**src/hdl/timer_irq_pkg.sv**
```systemverilog
// Shared constants and carriers for the timer interrupt flag and mask block.
// Assumes an 8-bit I/O register port and timer units on the same clock.
package timer_irq_pkg;

  // Register addresses on the I/O register port.
  localparam logic [7:0] LEGACY_FLAGS_ADDR = 8'h36;
  localparam logic [7:0] LEGACY_MASKS_ADDR = 8'h37;
  localparam logic [7:0] EXT_FLAGS_ADDR    = 8'h7C;
  localparam logic [7:0] EXT_MASKS_ADDR    = 8'h7D;

  // Values after reset.
  localparam logic [7:0] REG_RESET  = 8'h00;
  localparam logic       BIT_RESET  = 1'b0;

  // Bits of the legacy registers owned here; the others belong to 8-bit timers.
  localparam logic [7:0] LEGACY_OWNED = 8'h3C;
  // Bits of the extended registers that exist; 7 and 6 are unused.
  localparam logic [7:0] EXT_USED     = 8'h3F;

  // Field positions, legacy flag and mask registers.
  localparam int L_U1_CAP  = 5;
  localparam int L_U1_CMPA = 4;
  localparam int L_U1_CMPB = 3;
  localparam int L_U1_OVF  = 2;

  // Field positions, extended flag and mask registers.
  localparam int E_U3_CAP  = 5;
  localparam int E_U3_CMPA = 4;
  localparam int E_U3_CMPB = 3;
  localparam int E_U3_OVF  = 2;
  localparam int E_U3_CMPC = 1;
  localparam int E_U1_CMPC = 0;

  // Interrupt source numbering on the request and acknowledge vectors.
  localparam int SRC_U1_CAP  = 0;
  localparam int SRC_U1_CMPA = 1;
  localparam int SRC_U1_CMPB = 2;
  localparam int SRC_U1_OVF  = 3;
  localparam int SRC_U1_CMPC = 4;
  localparam int SRC_U3_CAP  = 5;
  localparam int SRC_U3_CMPA = 6;
  localparam int SRC_U3_CMPB = 7;
  localparam int SRC_U3_OVF  = 8;
  localparam int SRC_U3_CMPC = 9;
  localparam int NUM_SOURCES = 10;

  // Per-unit event order inside the block.
  localparam int EV_CAP  = 0;
  localparam int EV_CMPA = 1;
  localparam int EV_CMPB = 2;
  localparam int EV_CMPC = 3;
  localparam int EV_OVF  = 4;
  localparam int NUM_EV  = 5;
  localparam int NUM_UNITS = 2;

  // Status a 16-bit counter unit presents, all on the system clock.
  typedef struct packed {
    logic       tick;            // Timer clock enable, one cycle.
    logic [2:0] match;           // Comparator equal, channels C,B,A.
    logic [2:0] force_strobe;    // Forced compare strobe, channels C,B,A.
    logic       overflow;        // Counter wraps this tick.
    logic       mode_point;      // Overflow point of the current PWM mode.
    logic       nonpwm;          // Waveform mode is normal or clear on compare.
    logic       capture_is_top;  // Capture register sets the count top.
    logic       top_reached;     // Counter equals top this tick.
    logic       capture_rising;  // Capture edge select, 1 = rising.
  } unit_events_t;

  // One access on the I/O register port.
  typedef struct packed {
    logic [7:0] addr;
    logic       write;
    logic       read;
    logic [7:0] wdata;
  } reg_access_t;

endpackage : timer_irq_pkg

```
**src/hdl/irq_flag_cell.sv**
```systemverilog
// One sticky interrupt flag with software and vector clears.
// Assumes set and clear strobes come from logic on the same clock.
`timescale 1ns/10ps
module irq_flag_cell (
  // Clock and reset
  input  wire logic i_mclk,
  input  wire logic i_resetn,
  // Set and clear strobes
  input  wire logic i_set,
  input  wire logic i_clear_sw,
  input  wire logic i_clear_vec,
  // Flag state
  output logic      o_flag
);

  logic flag_q;
  logic flag_d;

  // A set in the same cycle as either clear wins, so no event is dropped.
  always_comb begin
    flag_d = flag_q;
    if (i_clear_sw || i_clear_vec) begin
      flag_d = 1'b0; // RULE_10
    end
    if (i_set) begin
      flag_d = 1'b1; // RULE_21
    end
  end

  always_ff @(posedge i_mclk) begin
    if (!i_resetn) begin
      flag_q <= timer_irq_pkg::BIT_RESET;
    end else begin
      flag_q <= flag_d;
    end
  end

  assign o_flag = flag_q;

endmodule : irq_flag_cell

```
**src/hdl/timer_irq_flags.sv**
```systemverilog
// Interrupt flags and masks for the two 16-bit timer units (one and three).
// Assumes counters and comparators on i_mclk; capture pins are asynchronous.
//
// How it works
// RULE_01: Unit-one overflow request needs legacy mask bit 2, global enable, flag.
// RULE_02: Extended mask bit 5 enables the unit-three capture request.
// RULE_03: Extended mask bit 4 enables the unit-three compare-A request.
// RULE_04: Extended mask bit 3 enables the unit-three compare-B request.
// RULE_05: Extended mask bit 2 enables the unit-three overflow request.
// RULE_06: Extended mask bit 1 enables the unit-three compare-C request.
// RULE_07: Extended mask bit 0 enables the unit-one compare-C request.
// RULE_08: Extended mask register is absent in legacy-compatibility mode.
// RULE_09: Unit-one capture flag sets on pin edge, or at top if capture is top.
// RULE_10: Flags clear on vector execution or software write of one.
// RULE_11: Unit-one compare-A flag sets one timer cycle after the match.
// RULE_12: A forced compare strobe never sets a compare flag.
// RULE_13: Unit-one compare-B flag sets one timer cycle after the match.
// RULE_14: Unit-one overflow flag follows overflow, or the mode's own point.
// RULE_15: Unit-three capture flag sets on pin edge, or at top.
// RULE_16: Unit-three compare A, B, C flags set one timer cycle after match.
// RULE_17: Unit-three overflow flag follows overflow, or the mode's own point.
// RULE_18: Unit-one compare-C flag sets one timer cycle after the match.
// RULE_19: Legacy mask bits 5, 4, 3 enable unit-one capture, A, B requests.
// RULE_20: Extended bits 7 and 6 read zero and ignore writes.
// RULE_21: A set and a clear in one cycle leave the flag set.
`timescale 1ns/10ps
module timer_irq_flags (
  // Clock and reset
  input  wire logic                         i_mclk,
  input  wire logic                         i_resetn,
  // I/O register port
  input  wire timer_irq_pkg::reg_access_t   i_reg,
  output logic [7:0]                        o_rdata,
  // Timer unit status
  input  wire timer_irq_pkg::unit_events_t  i_unit1,
  input  wire timer_irq_pkg::unit_events_t  i_unit3,
  // Capture pins
  input  wire logic                         i_unit1_capture_pin,
  input  wire logic                         i_unit3_capture_pin,
  // Configuration
  input  wire logic                         i_compat_mode,
  // Processor core
  input  wire logic                         i_global_enable,
  input  wire logic [9:0]                   i_vector_ack,
  output logic [9:0]                        o_irq_req
);

  timer_irq_pkg::unit_events_t ev   [timer_irq_pkg::NUM_UNITS];
  logic                        pins [timer_irq_pkg::NUM_UNITS];
  logic [4:0]                  unit_set [timer_irq_pkg::NUM_UNITS];

  assign ev[0]   = i_unit1;
  assign ev[1]   = i_unit3;
  assign pins[0] = i_unit1_capture_pin;
  assign pins[1] = i_unit3_capture_pin;

  // Event detection, identical for both units.
  for (genvar u = 0; u < timer_irq_pkg::NUM_UNITS; u++) begin : g_unit
    logic       sync1_q;
    logic       sync2_q;
    logic       pin_prev_q;
    logic [2:0] pend_q;
    logic [2:0] pend_d;
    logic       pin_edge;
    logic [2:0] real_match;
    logic [4:0] set_c;

    always_comb begin
      // The forced strobe is masked off the comparator output.
      real_match = ev[u].match & ~ev[u].force_strobe; // RULE_12
      pend_d = pend_q;
      if (ev[u].tick) begin
        // The match is held one timer cycle and raised at the next tick.
        pend_d = real_match; // RULE_11 RULE_13 RULE_16 RULE_18
      end
      pin_edge = ev[u].capture_rising ? (sync2_q && !pin_prev_q)
                                      : (!sync2_q && pin_prev_q);
      set_c = 5'h00;
      // With capture as top the pin is ignored and top sets the flag.
      set_c[timer_irq_pkg::EV_CAP] = ev[u].capture_is_top
        ? (ev[u].tick && ev[u].top_reached)
        : pin_edge; // RULE_09 RULE_15
      set_c[timer_irq_pkg::EV_CMPA] = ev[u].tick && pend_q[0];
      set_c[timer_irq_pkg::EV_CMPB] = ev[u].tick && pend_q[1];
      set_c[timer_irq_pkg::EV_CMPC] = ev[u].tick && pend_q[2];
      set_c[timer_irq_pkg::EV_OVF]  = ev[u].tick &&
        (ev[u].nonpwm ? ev[u].overflow : ev[u].mode_point); // RULE_14 RULE_17
    end

    // Two flops guard the edge logic against a metastable pin sample.
    always_ff @(posedge i_mclk) begin
      if (!i_resetn) begin
        sync1_q    <= timer_irq_pkg::BIT_RESET;
        sync2_q    <= timer_irq_pkg::BIT_RESET;
        pin_prev_q <= timer_irq_pkg::BIT_RESET;
        pend_q     <= 3'h0;
      end else begin
        sync1_q    <= pins[u];
        sync2_q    <= sync1_q;
        pin_prev_q <= sync2_q;
        pend_q     <= pend_d;
      end
    end

    assign unit_set[u] = set_c;
  end

  // Source vectors: set strobes, software clears, enables.
  logic [9:0] src_set;
  logic [9:0] src_clear_sw;
  logic [9:0] src_flag;
  logic [9:0] src_enable;
  logic       legacy_flags_wr;
  logic       ext_flags_wr;
  logic [7:0] legacy_masks_q;
  logic [7:0] legacy_masks_d;
  logic [7:0] ext_masks_q;
  logic [7:0] ext_masks_d;
  logic [7:0] ext_masks_eff;

  // The pin-edge capture set is already on the system clock, so it needs no tick.
  always_comb begin
    src_set = 10'h000;
    src_set[timer_irq_pkg::SRC_U1_CAP]  = unit_set[0][timer_irq_pkg::EV_CAP];
    src_set[timer_irq_pkg::SRC_U1_CMPA] = unit_set[0][timer_irq_pkg::EV_CMPA];
    src_set[timer_irq_pkg::SRC_U1_CMPB] = unit_set[0][timer_irq_pkg::EV_CMPB];
    src_set[timer_irq_pkg::SRC_U1_OVF]  = unit_set[0][timer_irq_pkg::EV_OVF];
    src_set[timer_irq_pkg::SRC_U1_CMPC] = unit_set[0][timer_irq_pkg::EV_CMPC];
    src_set[timer_irq_pkg::SRC_U3_CAP]  = unit_set[1][timer_irq_pkg::EV_CAP];
    src_set[timer_irq_pkg::SRC_U3_CMPA] = unit_set[1][timer_irq_pkg::EV_CMPA];
    src_set[timer_irq_pkg::SRC_U3_CMPB] = unit_set[1][timer_irq_pkg::EV_CMPB];
    src_set[timer_irq_pkg::SRC_U3_OVF]  = unit_set[1][timer_irq_pkg::EV_OVF];
    src_set[timer_irq_pkg::SRC_U3_CMPC] = unit_set[1][timer_irq_pkg::EV_CMPC];
  end

  assign legacy_flags_wr = i_reg.write &&
                           (i_reg.addr == timer_irq_pkg::LEGACY_FLAGS_ADDR);
  assign ext_flags_wr    = i_reg.write &&
                           (i_reg.addr == timer_irq_pkg::EXT_FLAGS_ADDR);

  // A written one clears; a written zero leaves the flag alone.
  always_comb begin
    src_clear_sw = 10'h000;
    if (legacy_flags_wr) begin
      src_clear_sw[timer_irq_pkg::SRC_U1_CAP]  =
        i_reg.wdata[timer_irq_pkg::L_U1_CAP]; // RULE_10
      src_clear_sw[timer_irq_pkg::SRC_U1_CMPA] =
        i_reg.wdata[timer_irq_pkg::L_U1_CMPA];
      src_clear_sw[timer_irq_pkg::SRC_U1_CMPB] =
        i_reg.wdata[timer_irq_pkg::L_U1_CMPB];
      src_clear_sw[timer_irq_pkg::SRC_U1_OVF]  =
        i_reg.wdata[timer_irq_pkg::L_U1_OVF];
    end
    if (ext_flags_wr) begin
      src_clear_sw[timer_irq_pkg::SRC_U3_CAP]  =
        i_reg.wdata[timer_irq_pkg::E_U3_CAP]; // RULE_10
      src_clear_sw[timer_irq_pkg::SRC_U3_CMPA] =
        i_reg.wdata[timer_irq_pkg::E_U3_CMPA];
      src_clear_sw[timer_irq_pkg::SRC_U3_CMPB] =
        i_reg.wdata[timer_irq_pkg::E_U3_CMPB];
      src_clear_sw[timer_irq_pkg::SRC_U3_OVF]  =
        i_reg.wdata[timer_irq_pkg::E_U3_OVF];
      src_clear_sw[timer_irq_pkg::SRC_U3_CMPC] =
        i_reg.wdata[timer_irq_pkg::E_U3_CMPC];
      src_clear_sw[timer_irq_pkg::SRC_U1_CMPC] =
        i_reg.wdata[timer_irq_pkg::E_U1_CMPC];
    end
  end

  // One cell per source keeps the set-over-clear policy in one place.
  for (genvar s = 0; s < timer_irq_pkg::NUM_SOURCES; s++) begin : g_flag
    irq_flag_cell u_flag (
      .i_mclk      (i_mclk),
      .i_resetn    (i_resetn),
      .i_set       (src_set[s]),
      .i_clear_sw  (src_clear_sw[s]),
      .i_clear_vec (i_vector_ack[s]), // RULE_10
      .o_flag      (src_flag[s])
    );
  end

  // Mask registers. Writes to the extended mask are dropped in
  // compatibility mode; its stored value is kept but has no effect.
  always_comb begin
    legacy_masks_d = legacy_masks_q;
    ext_masks_d    = ext_masks_q;
    if (i_reg.write && (i_reg.addr == timer_irq_pkg::LEGACY_MASKS_ADDR)) begin
      legacy_masks_d = i_reg.wdata & timer_irq_pkg::LEGACY_OWNED;
    end
    if (i_reg.write && !i_compat_mode &&
        (i_reg.addr == timer_irq_pkg::EXT_MASKS_ADDR)) begin // RULE_08
      ext_masks_d = i_reg.wdata & timer_irq_pkg::EXT_USED; // RULE_20
    end
  end

  assign ext_masks_eff = i_compat_mode ? 8'h00 : ext_masks_q; // RULE_08

  always_comb begin
    src_enable = 10'h000;
    src_enable[timer_irq_pkg::SRC_U1_CAP]  =
      legacy_masks_q[timer_irq_pkg::L_U1_CAP]; // RULE_19
    src_enable[timer_irq_pkg::SRC_U1_CMPA] =
      legacy_masks_q[timer_irq_pkg::L_U1_CMPA]; // RULE_19
    src_enable[timer_irq_pkg::SRC_U1_CMPB] =
      legacy_masks_q[timer_irq_pkg::L_U1_CMPB]; // RULE_19
    src_enable[timer_irq_pkg::SRC_U1_OVF]  =
      legacy_masks_q[timer_irq_pkg::L_U1_OVF]; // RULE_01
    src_enable[timer_irq_pkg::SRC_U3_CAP]  =
      ext_masks_eff[timer_irq_pkg::E_U3_CAP]; // RULE_02
    src_enable[timer_irq_pkg::SRC_U3_CMPA] =
      ext_masks_eff[timer_irq_pkg::E_U3_CMPA]; // RULE_03
    src_enable[timer_irq_pkg::SRC_U3_CMPB] =
      ext_masks_eff[timer_irq_pkg::E_U3_CMPB]; // RULE_04
    src_enable[timer_irq_pkg::SRC_U3_OVF]  =
      ext_masks_eff[timer_irq_pkg::E_U3_OVF]; // RULE_05
    src_enable[timer_irq_pkg::SRC_U3_CMPC] =
      ext_masks_eff[timer_irq_pkg::E_U3_CMPC]; // RULE_06
    src_enable[timer_irq_pkg::SRC_U1_CMPC] =
      ext_masks_eff[timer_irq_pkg::E_U1_CMPC]; // RULE_07
  end

  // Requests and read data are registered, so each lags its cause by one
  // cycle; the core must not treat a request as live in the ack cycle or the one after.
  logic [9:0] irq_q;
  logic [9:0] irq_d;
  logic [7:0] rdata_q;
  logic [7:0] rdata_d;

  always_comb begin
    irq_d = src_flag & src_enable & {10{i_global_enable}}; // RULE_01
  end

  always_comb begin
    rdata_d = 8'h00;
    if (i_reg.read) begin
      case (i_reg.addr)
        timer_irq_pkg::LEGACY_FLAGS_ADDR: begin
          rdata_d[timer_irq_pkg::L_U1_CAP]  =
            src_flag[timer_irq_pkg::SRC_U1_CAP];
          rdata_d[timer_irq_pkg::L_U1_CMPA] =
            src_flag[timer_irq_pkg::SRC_U1_CMPA];
          rdata_d[timer_irq_pkg::L_U1_CMPB] =
            src_flag[timer_irq_pkg::SRC_U1_CMPB];
          rdata_d[timer_irq_pkg::L_U1_OVF]  =
            src_flag[timer_irq_pkg::SRC_U1_OVF];
        end
        timer_irq_pkg::LEGACY_MASKS_ADDR: begin
          rdata_d = legacy_masks_q;
        end
        timer_irq_pkg::EXT_FLAGS_ADDR: begin
          rdata_d[timer_irq_pkg::E_U3_CAP]  =
            src_flag[timer_irq_pkg::SRC_U3_CAP];
          rdata_d[timer_irq_pkg::E_U3_CMPA] =
            src_flag[timer_irq_pkg::SRC_U3_CMPA];
          rdata_d[timer_irq_pkg::E_U3_CMPB] =
            src_flag[timer_irq_pkg::SRC_U3_CMPB];
          rdata_d[timer_irq_pkg::E_U3_OVF]  =
            src_flag[timer_irq_pkg::SRC_U3_OVF];
          rdata_d[timer_irq_pkg::E_U3_CMPC] =
            src_flag[timer_irq_pkg::SRC_U3_CMPC];
          rdata_d[timer_irq_pkg::E_U1_CMPC] =
            src_flag[timer_irq_pkg::SRC_U1_CMPC];
        end
        timer_irq_pkg::EXT_MASKS_ADDR: begin
          rdata_d = ext_masks_eff & timer_irq_pkg::EXT_USED; // RULE_20
        end
        default: begin
          rdata_d = 8'h00;
        end
      endcase
    end
  end

  always_ff @(posedge i_mclk) begin
    if (!i_resetn) begin
      legacy_masks_q <= timer_irq_pkg::REG_RESET;
      ext_masks_q    <= timer_irq_pkg::REG_RESET;
    end else begin
      legacy_masks_q <= legacy_masks_d;
      ext_masks_q    <= ext_masks_d;
    end
  end

  always_ff @(posedge i_mclk) begin
    if (!i_resetn) begin
      irq_q <= 10'h000;
    end else begin
      irq_q <= irq_d;
    end
  end

  always_ff @(posedge i_mclk) begin
    if (!i_resetn) begin
      rdata_q <= timer_irq_pkg::REG_RESET;
    end else begin
      rdata_q <= rdata_d;
    end
  end

  assign o_irq_req = irq_q;
  assign o_rdata   = rdata_q;

endmodule : timer_irq_flags

```
**config.mk**
```make
export PLATFORM = sky130hd
export DESIGN_NAME = timer_irq_flags
export DESIGN_NICKNAME = d
export VERILOG_FILES = /design/src/hdl/timer_irq_pkg.sv /design/src/hdl/irq_flag_cell.sv /design/src/hdl/timer_irq_flags.sv
export SDC_FILE = /design/constraint.sdc
export NUM_CORES = 1
export LEC_CHECK = 0
export ABC_AREA = 1
export BUFFER_PORTS_ARGS = -buffer_cell sky130_fd_sc_hd__buf_2
export CAP_MARGIN = 20
export CELL_PAD_IN_SITES_DETAIL_PLACEMENT = 1
export CELL_PAD_IN_SITES_GLOBAL_PLACEMENT = 2
export CORE_UTILIZATION = 28
export CTS_CLUSTER_DIAMETER = 50
export DETAILED_ROUTE_END_ITERATION = 16
export HOLD_SLACK_MARGIN = 0.12
export PLACE_DENSITY_LB_ADDON = 0.3
export SYNTH_ARGS = -nofsm -noshare
export SYNTH_HDL_FRONTEND = slang
export SYNTH_SLANG_ARGS = --single-unit
```
**constraint.sdc**
```tcl
create_clock -name i_mclk -period 1.48 [get_ports i_mclk]
set_input_delay 0.074 -clock i_mclk [delete_from_list [all_inputs] [get_ports i_mclk]]
set_output_delay 0.074 -clock i_mclk [all_outputs]
set_load 0.005 [all_outputs]
```
# After elaboration in Yosys (flattened, before gate mapping)
# Cells that the tools add are included.
classes:
  n_mul: 0
  add_sub_neg: 0
  n_reduce_logical: 45
  eq_ne: 4
  shifts: 0
  div_mod_pow: 0
  mux: 31
  n_lt_le_gt_ge: 0
  bitwise: 6
op_table:
  columns: ["op", "count"]
  rows:
  - ["$mux 1", 26]
  - ["$and 10x10->10", 2]
  - ["$reduce_bool 2->1", 10]
  - ["$logic_and 1x1->1", 19]
  - ["$eq 8x6->1 const B", 2]
  - ["$eq 8x7->1 const B", 2]
  - ["$pmux 4 s4", 1]
  - ["$mux 6", 2]
  - ["$logic_or 1x1->1", 10]
  - ["$and 3x3->3", 2]
  - ["$not 3->3", 2]
  - ["$logic_not 1->1", 5]
  - ["$mux 4", 1]
  - ["$pmux 2 s2", 1]
  - ["$reduce_and 2->1", 1]
totals:
  mem_bits_ro: 0
  ramBits: 0
  mem_count: 0
  latchBits: 0
  reg_bits: 48

# Longest topological paths before layout
logic_depth:
  depth_word: 6
  mapped_depth: 8
  ltp_nobuf: 7

# Modules after synthesis
# From an unflattened synthesis, not the netlist that was laid out.
hier_totals:
  cells_unflattened: 350
  area_unflattened_um2: 2379.8
by_module_without_submodules:
  columns: ["module", "instances", "cells_each", "area_per_inst_um2"]
  rows:
  - ["timer_irq_flags", 1, 280, 1841.8]
  - ["irq_flag_cell", 10, 7, 53.8]

# Worst setup path after synthesis
# No wires, ideal clock.
synth_path:
  path_type: "input-to-reg"
  startpoint: "in i_reg[12] (netlist name)"
  endpoint: "reg ext_masks_q[0]"
  t_arrival_ns: 0.791
  path_stages: 6
  setup_ns: 0.113
  n_path_buf: 1
  setup_slack_ns: 0.576
  path_cell_list: "nand2_1 > nor3_4 > nand4_4 > buf_6 > nor2_1 > nor2_1"
synth_between:
  elab_chain_cells: 2
synth_rtl:
  columns: ["item", "line", "source"]
  rows:
  - ["start, declared", "timer_irq_flags.sv:32", "input wire timer_irq_pkg::reg_access_t i_reg,"]
  - ["$eq 8x7->1", "timer_irq_flags.sv:191", "(i_reg.addr == timer_irq_pkg::EXT_MASKS_ADDR)) begin"]
  - ["$logic_and 1x1->1", "timer_irq_flags.sv:190", "if (i_reg.write && !i_compat_mode &&"]
  - ["end signal, assigned", "timer_irq_flags.sv:277", "ext_masks_q <= timer_irq_pkg::REG_RESET;"]
  - ["end signal, assigned", "timer_irq_flags.sv:280", "ext_masks_q <= ext_masks_d;"]
  - ["end, declared", "timer_irq_flags.sv:117", "logic [7:0] ext_masks_q;"]
# No other way between the ends.
# A chain may end at the register's enable or synchronous reset.

# Final worst setup path
layout_path:
  startpoint: "in i_reg[3] (netlist name)"
  endpoint: "reg g_flag[2].u_flag.flag_q"
layout_between:
  elab_chain_cells: 3
layout_rtl:
  columns: ["item", "line", "source"]
  rows:
  - ["$mux 4", "timer_irq_flags.sv:144", "if (legacy_flags_wr) begin"]
  - ["$logic_or 1x1->1", "irq_flag_cell.sv:22", "if (i_clear_sw || i_clear_vec) begin"]
  - ["$reduce_bool 2->1 (no source line)", null, null]
  - ["end signal, assigned", "irq_flag_cell.sv:32", "flag_q <= timer_irq_pkg::BIT_RESET;"]
  - ["end signal, assigned", "irq_flag_cell.sv:34", "flag_q <= flag_d;"]
  - ["end, declared", "irq_flag_cell.sv:16", "logic flag_q;"]
# No other way between the ends.

==> metrics.txt <==
clock input transition at the sequential cells of the worst setup and hold paths 90 ps; Post-Syn Area 0.002103 mm^2; total negative slack 0 ps; DP Cell Count 453; #FFs+latches synth 48; crit path from i_reg[3]; Skew-Pair Late Insertion Delay 300 ps; dpl hpwl 4369 um; Layout Cells excl Fill 498; Ys Warns 0; final routed DRC violation total 0; global-route wire length before repair 9887 um; final wirelength 6086 um; register area share after synthesis 0.4569; Die W 88.67 um; worst r2r src g_flag[2].u_flag.o_flag; post-CTS sizing 0; area leader, netlist dfxtp_1; Tcrit/Tclk final 0.9498; Top FF cell, synth dfxtp_1; crit path cell chain dlygate4sd3_1 > buf_2 > nand4_1 > nand2_1 > a21oi_1 > dlygate4sd3_1; Post-Synthesis Cells 288; FFs w/ async S/R, synth 0; Area contributors post-synth dfxtp_1 46%, nand2_1 11%, inv_1 7.1%; R2R Path End g_flag[2].u_flag.o_flag; Critical Path RT 1720 ps; Leak 0.001405 uW; layout cells sized above 1 0.2356; largest net degree at the start of global routing 19; Max Cap Viol 0; Yosys cell types 30; hold bufs inserted after CTS 38; Port Buffers 73; die outline height 88.67 um; number of cells on the worst hold path 4; clock root buffer clkbuf_8; die area 0.007862 mm^2; synth cell count leaders 59 x nand2_1, 48 x dfxtp_1, 40 x inv_1; total gr overflow 0; share of the synthesized area in the top cell type 0.4569; routed vias/inst 4.408; DRT Pass-1 Iters 4; Hold Crit Start i_reg[11]; core area 0.007253 mm^2; Setup Buffers After CTS 0; Finished Core Util 0.4147; most frequent cell after synthesis nand2_1; overall power 2411 uW; Pwr Density 801.6 mW/mm^2; fin. max-slew vios 0; Hold WC Path Type in2reg; FMAX 711.4 MHz; number of global-route vias before repair 2098; crit path max fanout 4; GRT Util Overall 0.1684; DRT iter0 DRCs 47; Core Rows 31; Area growth, synth to finish 43.01%; Final setup viols 0; Endpoint, Worst Hold o_rdata[1]; CP arrival 1650 ps; CTS Buf Count 5; maximum clock path buffer count 2; Post-synth EDFFs 0; skew final 6.114 ps; Via Count 2195; setup slack, reg-to-reg 180 ps; status completed; Nets 459; min Tclk post-route 1406 ps; average wire per standard cell 12.22 um; CP max stage delay 590 ps; n_diodes 0; CP max-delay cell dlygate4sd3_1; R2R depth 5; Antenna Nets Post-Route 0; crit end category flop; CTS H-tree depth 2; Final Hold Fails 0; most used cell, CP dlygate4sd3_1; TritonCTS clock tree done; final RePlAce weighted congestion 0.7514; initial antenna violation count 0; VDD IR max 0.3819 mV; CTS Sinks 48; syn avg cell area 7.303 um^2; initial core utilization 0.2900; # IOs 78; critical path class in2reg; startpoint types input port; unrepaired setup endpoints after global routing false
through the flow:
| stage | hold WS, ps | setup slack [ps] | cell area (um^2) |
|---|---|---|---|
| after floorplan | 171.6 | 575.8 | 2107 |
| after global placement | 252.7 | 348.2 | 2550 |
| after detailed placement | 267.5 | 300.6 | 2550 |
| after CTS | 144.3 | 94.56 | 3008 |
| after global routing | 173.0 | 5.597 | 3008 |
| final | 146.9 | 74.34 | 3008 |
worst max-delay path, delay by kind of cell:
family                 cells  cell delay, ps
buffers and inverters      3            1310
AO/OA/AOI/OAI              1             130
AND/OR/NAND/NOR            2             140
worst max-delay path by stage:
stage	cells after the start	end	slack, ps
after floorplan	6	ext_masks_q[0]	580
after CTS	5	g_flag[3].u_flag.o_flag	90
after global routing	5	g_flag[8].u_flag.o_flag	6
after detailed placement	6	ext_masks_q[3]	300
final	6	g_flag[2].u_flag.o_flag	70
after global placement	6	ext_masks_q[0]	350
flip-flops by register name, indices dropped and copies added, names as in the netlist:
signal / flops
g_unit.sync1_q: 2
ext_masks_q: 6
g_unit.pend_q: 6
o_irq_req: 10
o_rdata: 6
g_flag.u_flag.o_flag: 10
g_unit.pin_prev_q: 2
g_unit.sync2_q: 2
legacy_masks_q: 4
layout by cell type, fill, tap and decap left out:
master,netlist,final
a21boi_0,2,2
a21oi_1,24,24
and2_1,1,1
buf_2,2,73
buf_4,3,4
clkbuf_1,5,1
clkbuf_8,1,5
clkinv_1,1,1
clkinv_2,0,1
conb_1,1,2
dfxtp_1,48,48
dlygate4sd3_1,0,38
inv_1,40,40
inv_2,2,2
nand2_1,59,59
nand2_2,2,2
nand3_1,14,14
nand3_2,1,1
nand4_1,12,12
nand4_4,1,1
nor2_1,35,35
nor2_2,2,2
nor2_4,1,1
nor2_8,1,1
nor3_1,4,4
nor3_4,1,1
nor4_1,6,6
o211ai_1,2,2
o21ai_0,1,1
o21ai_1,13,13
o21bai_1,2,2
cell families (layout without fill, tap and decap cells):
kind of cell           Yosys count  count (layout)  share of synthesized area
other                            1               2                   0.001783
AO/OA/AOI/OAI                   44              44                     0.1118
flip-flops                      48              48                     0.4569
AND/OR/NAND/NOR                140             140                     0.3165
buffers and inverters           55             165                     0.1130
layout make-up:
| type | instances | area [um^2] |
|---|---|---|
| well taps | 99 | 123.9 |
| clock inverters | 1 | 5.005 |
| inverters | 43 | 161.4 |
| multi-input cells | 186 | 908.4 |
| fillers | 943 | 4245 |
| flip-flops and latches | 48 | 960.9 |
| clock buffers | 6 | 72.57 |
| repair buffers | 115 | 775.7 |
power breakdown:
part,total (uW),internal [uW],leakage [uW],switching (uW)
Sequential,1330,1320,0.000390,13.0
Clock,753,322,0.0000410,431
Combinational,325,163,0.000974,162
Total,2410,1810,0.00141,606
layer usage:
| layer | routed length [um] | vias to the layer above | track usage |
|---|---|---|---|
| met3 | 259 | 7 | 0.03451 |
| met1 | 2864 | 998 | 0.2058 |
| met4 | 78 | 0 | 0.05279 |
| li1 | - | 1139 | - |
| met2 | 2883 | 51 | 0.2958 |
| met5 | 0 | - | 0 |
No activity file was read; power rests on OpenSTA's default activity.
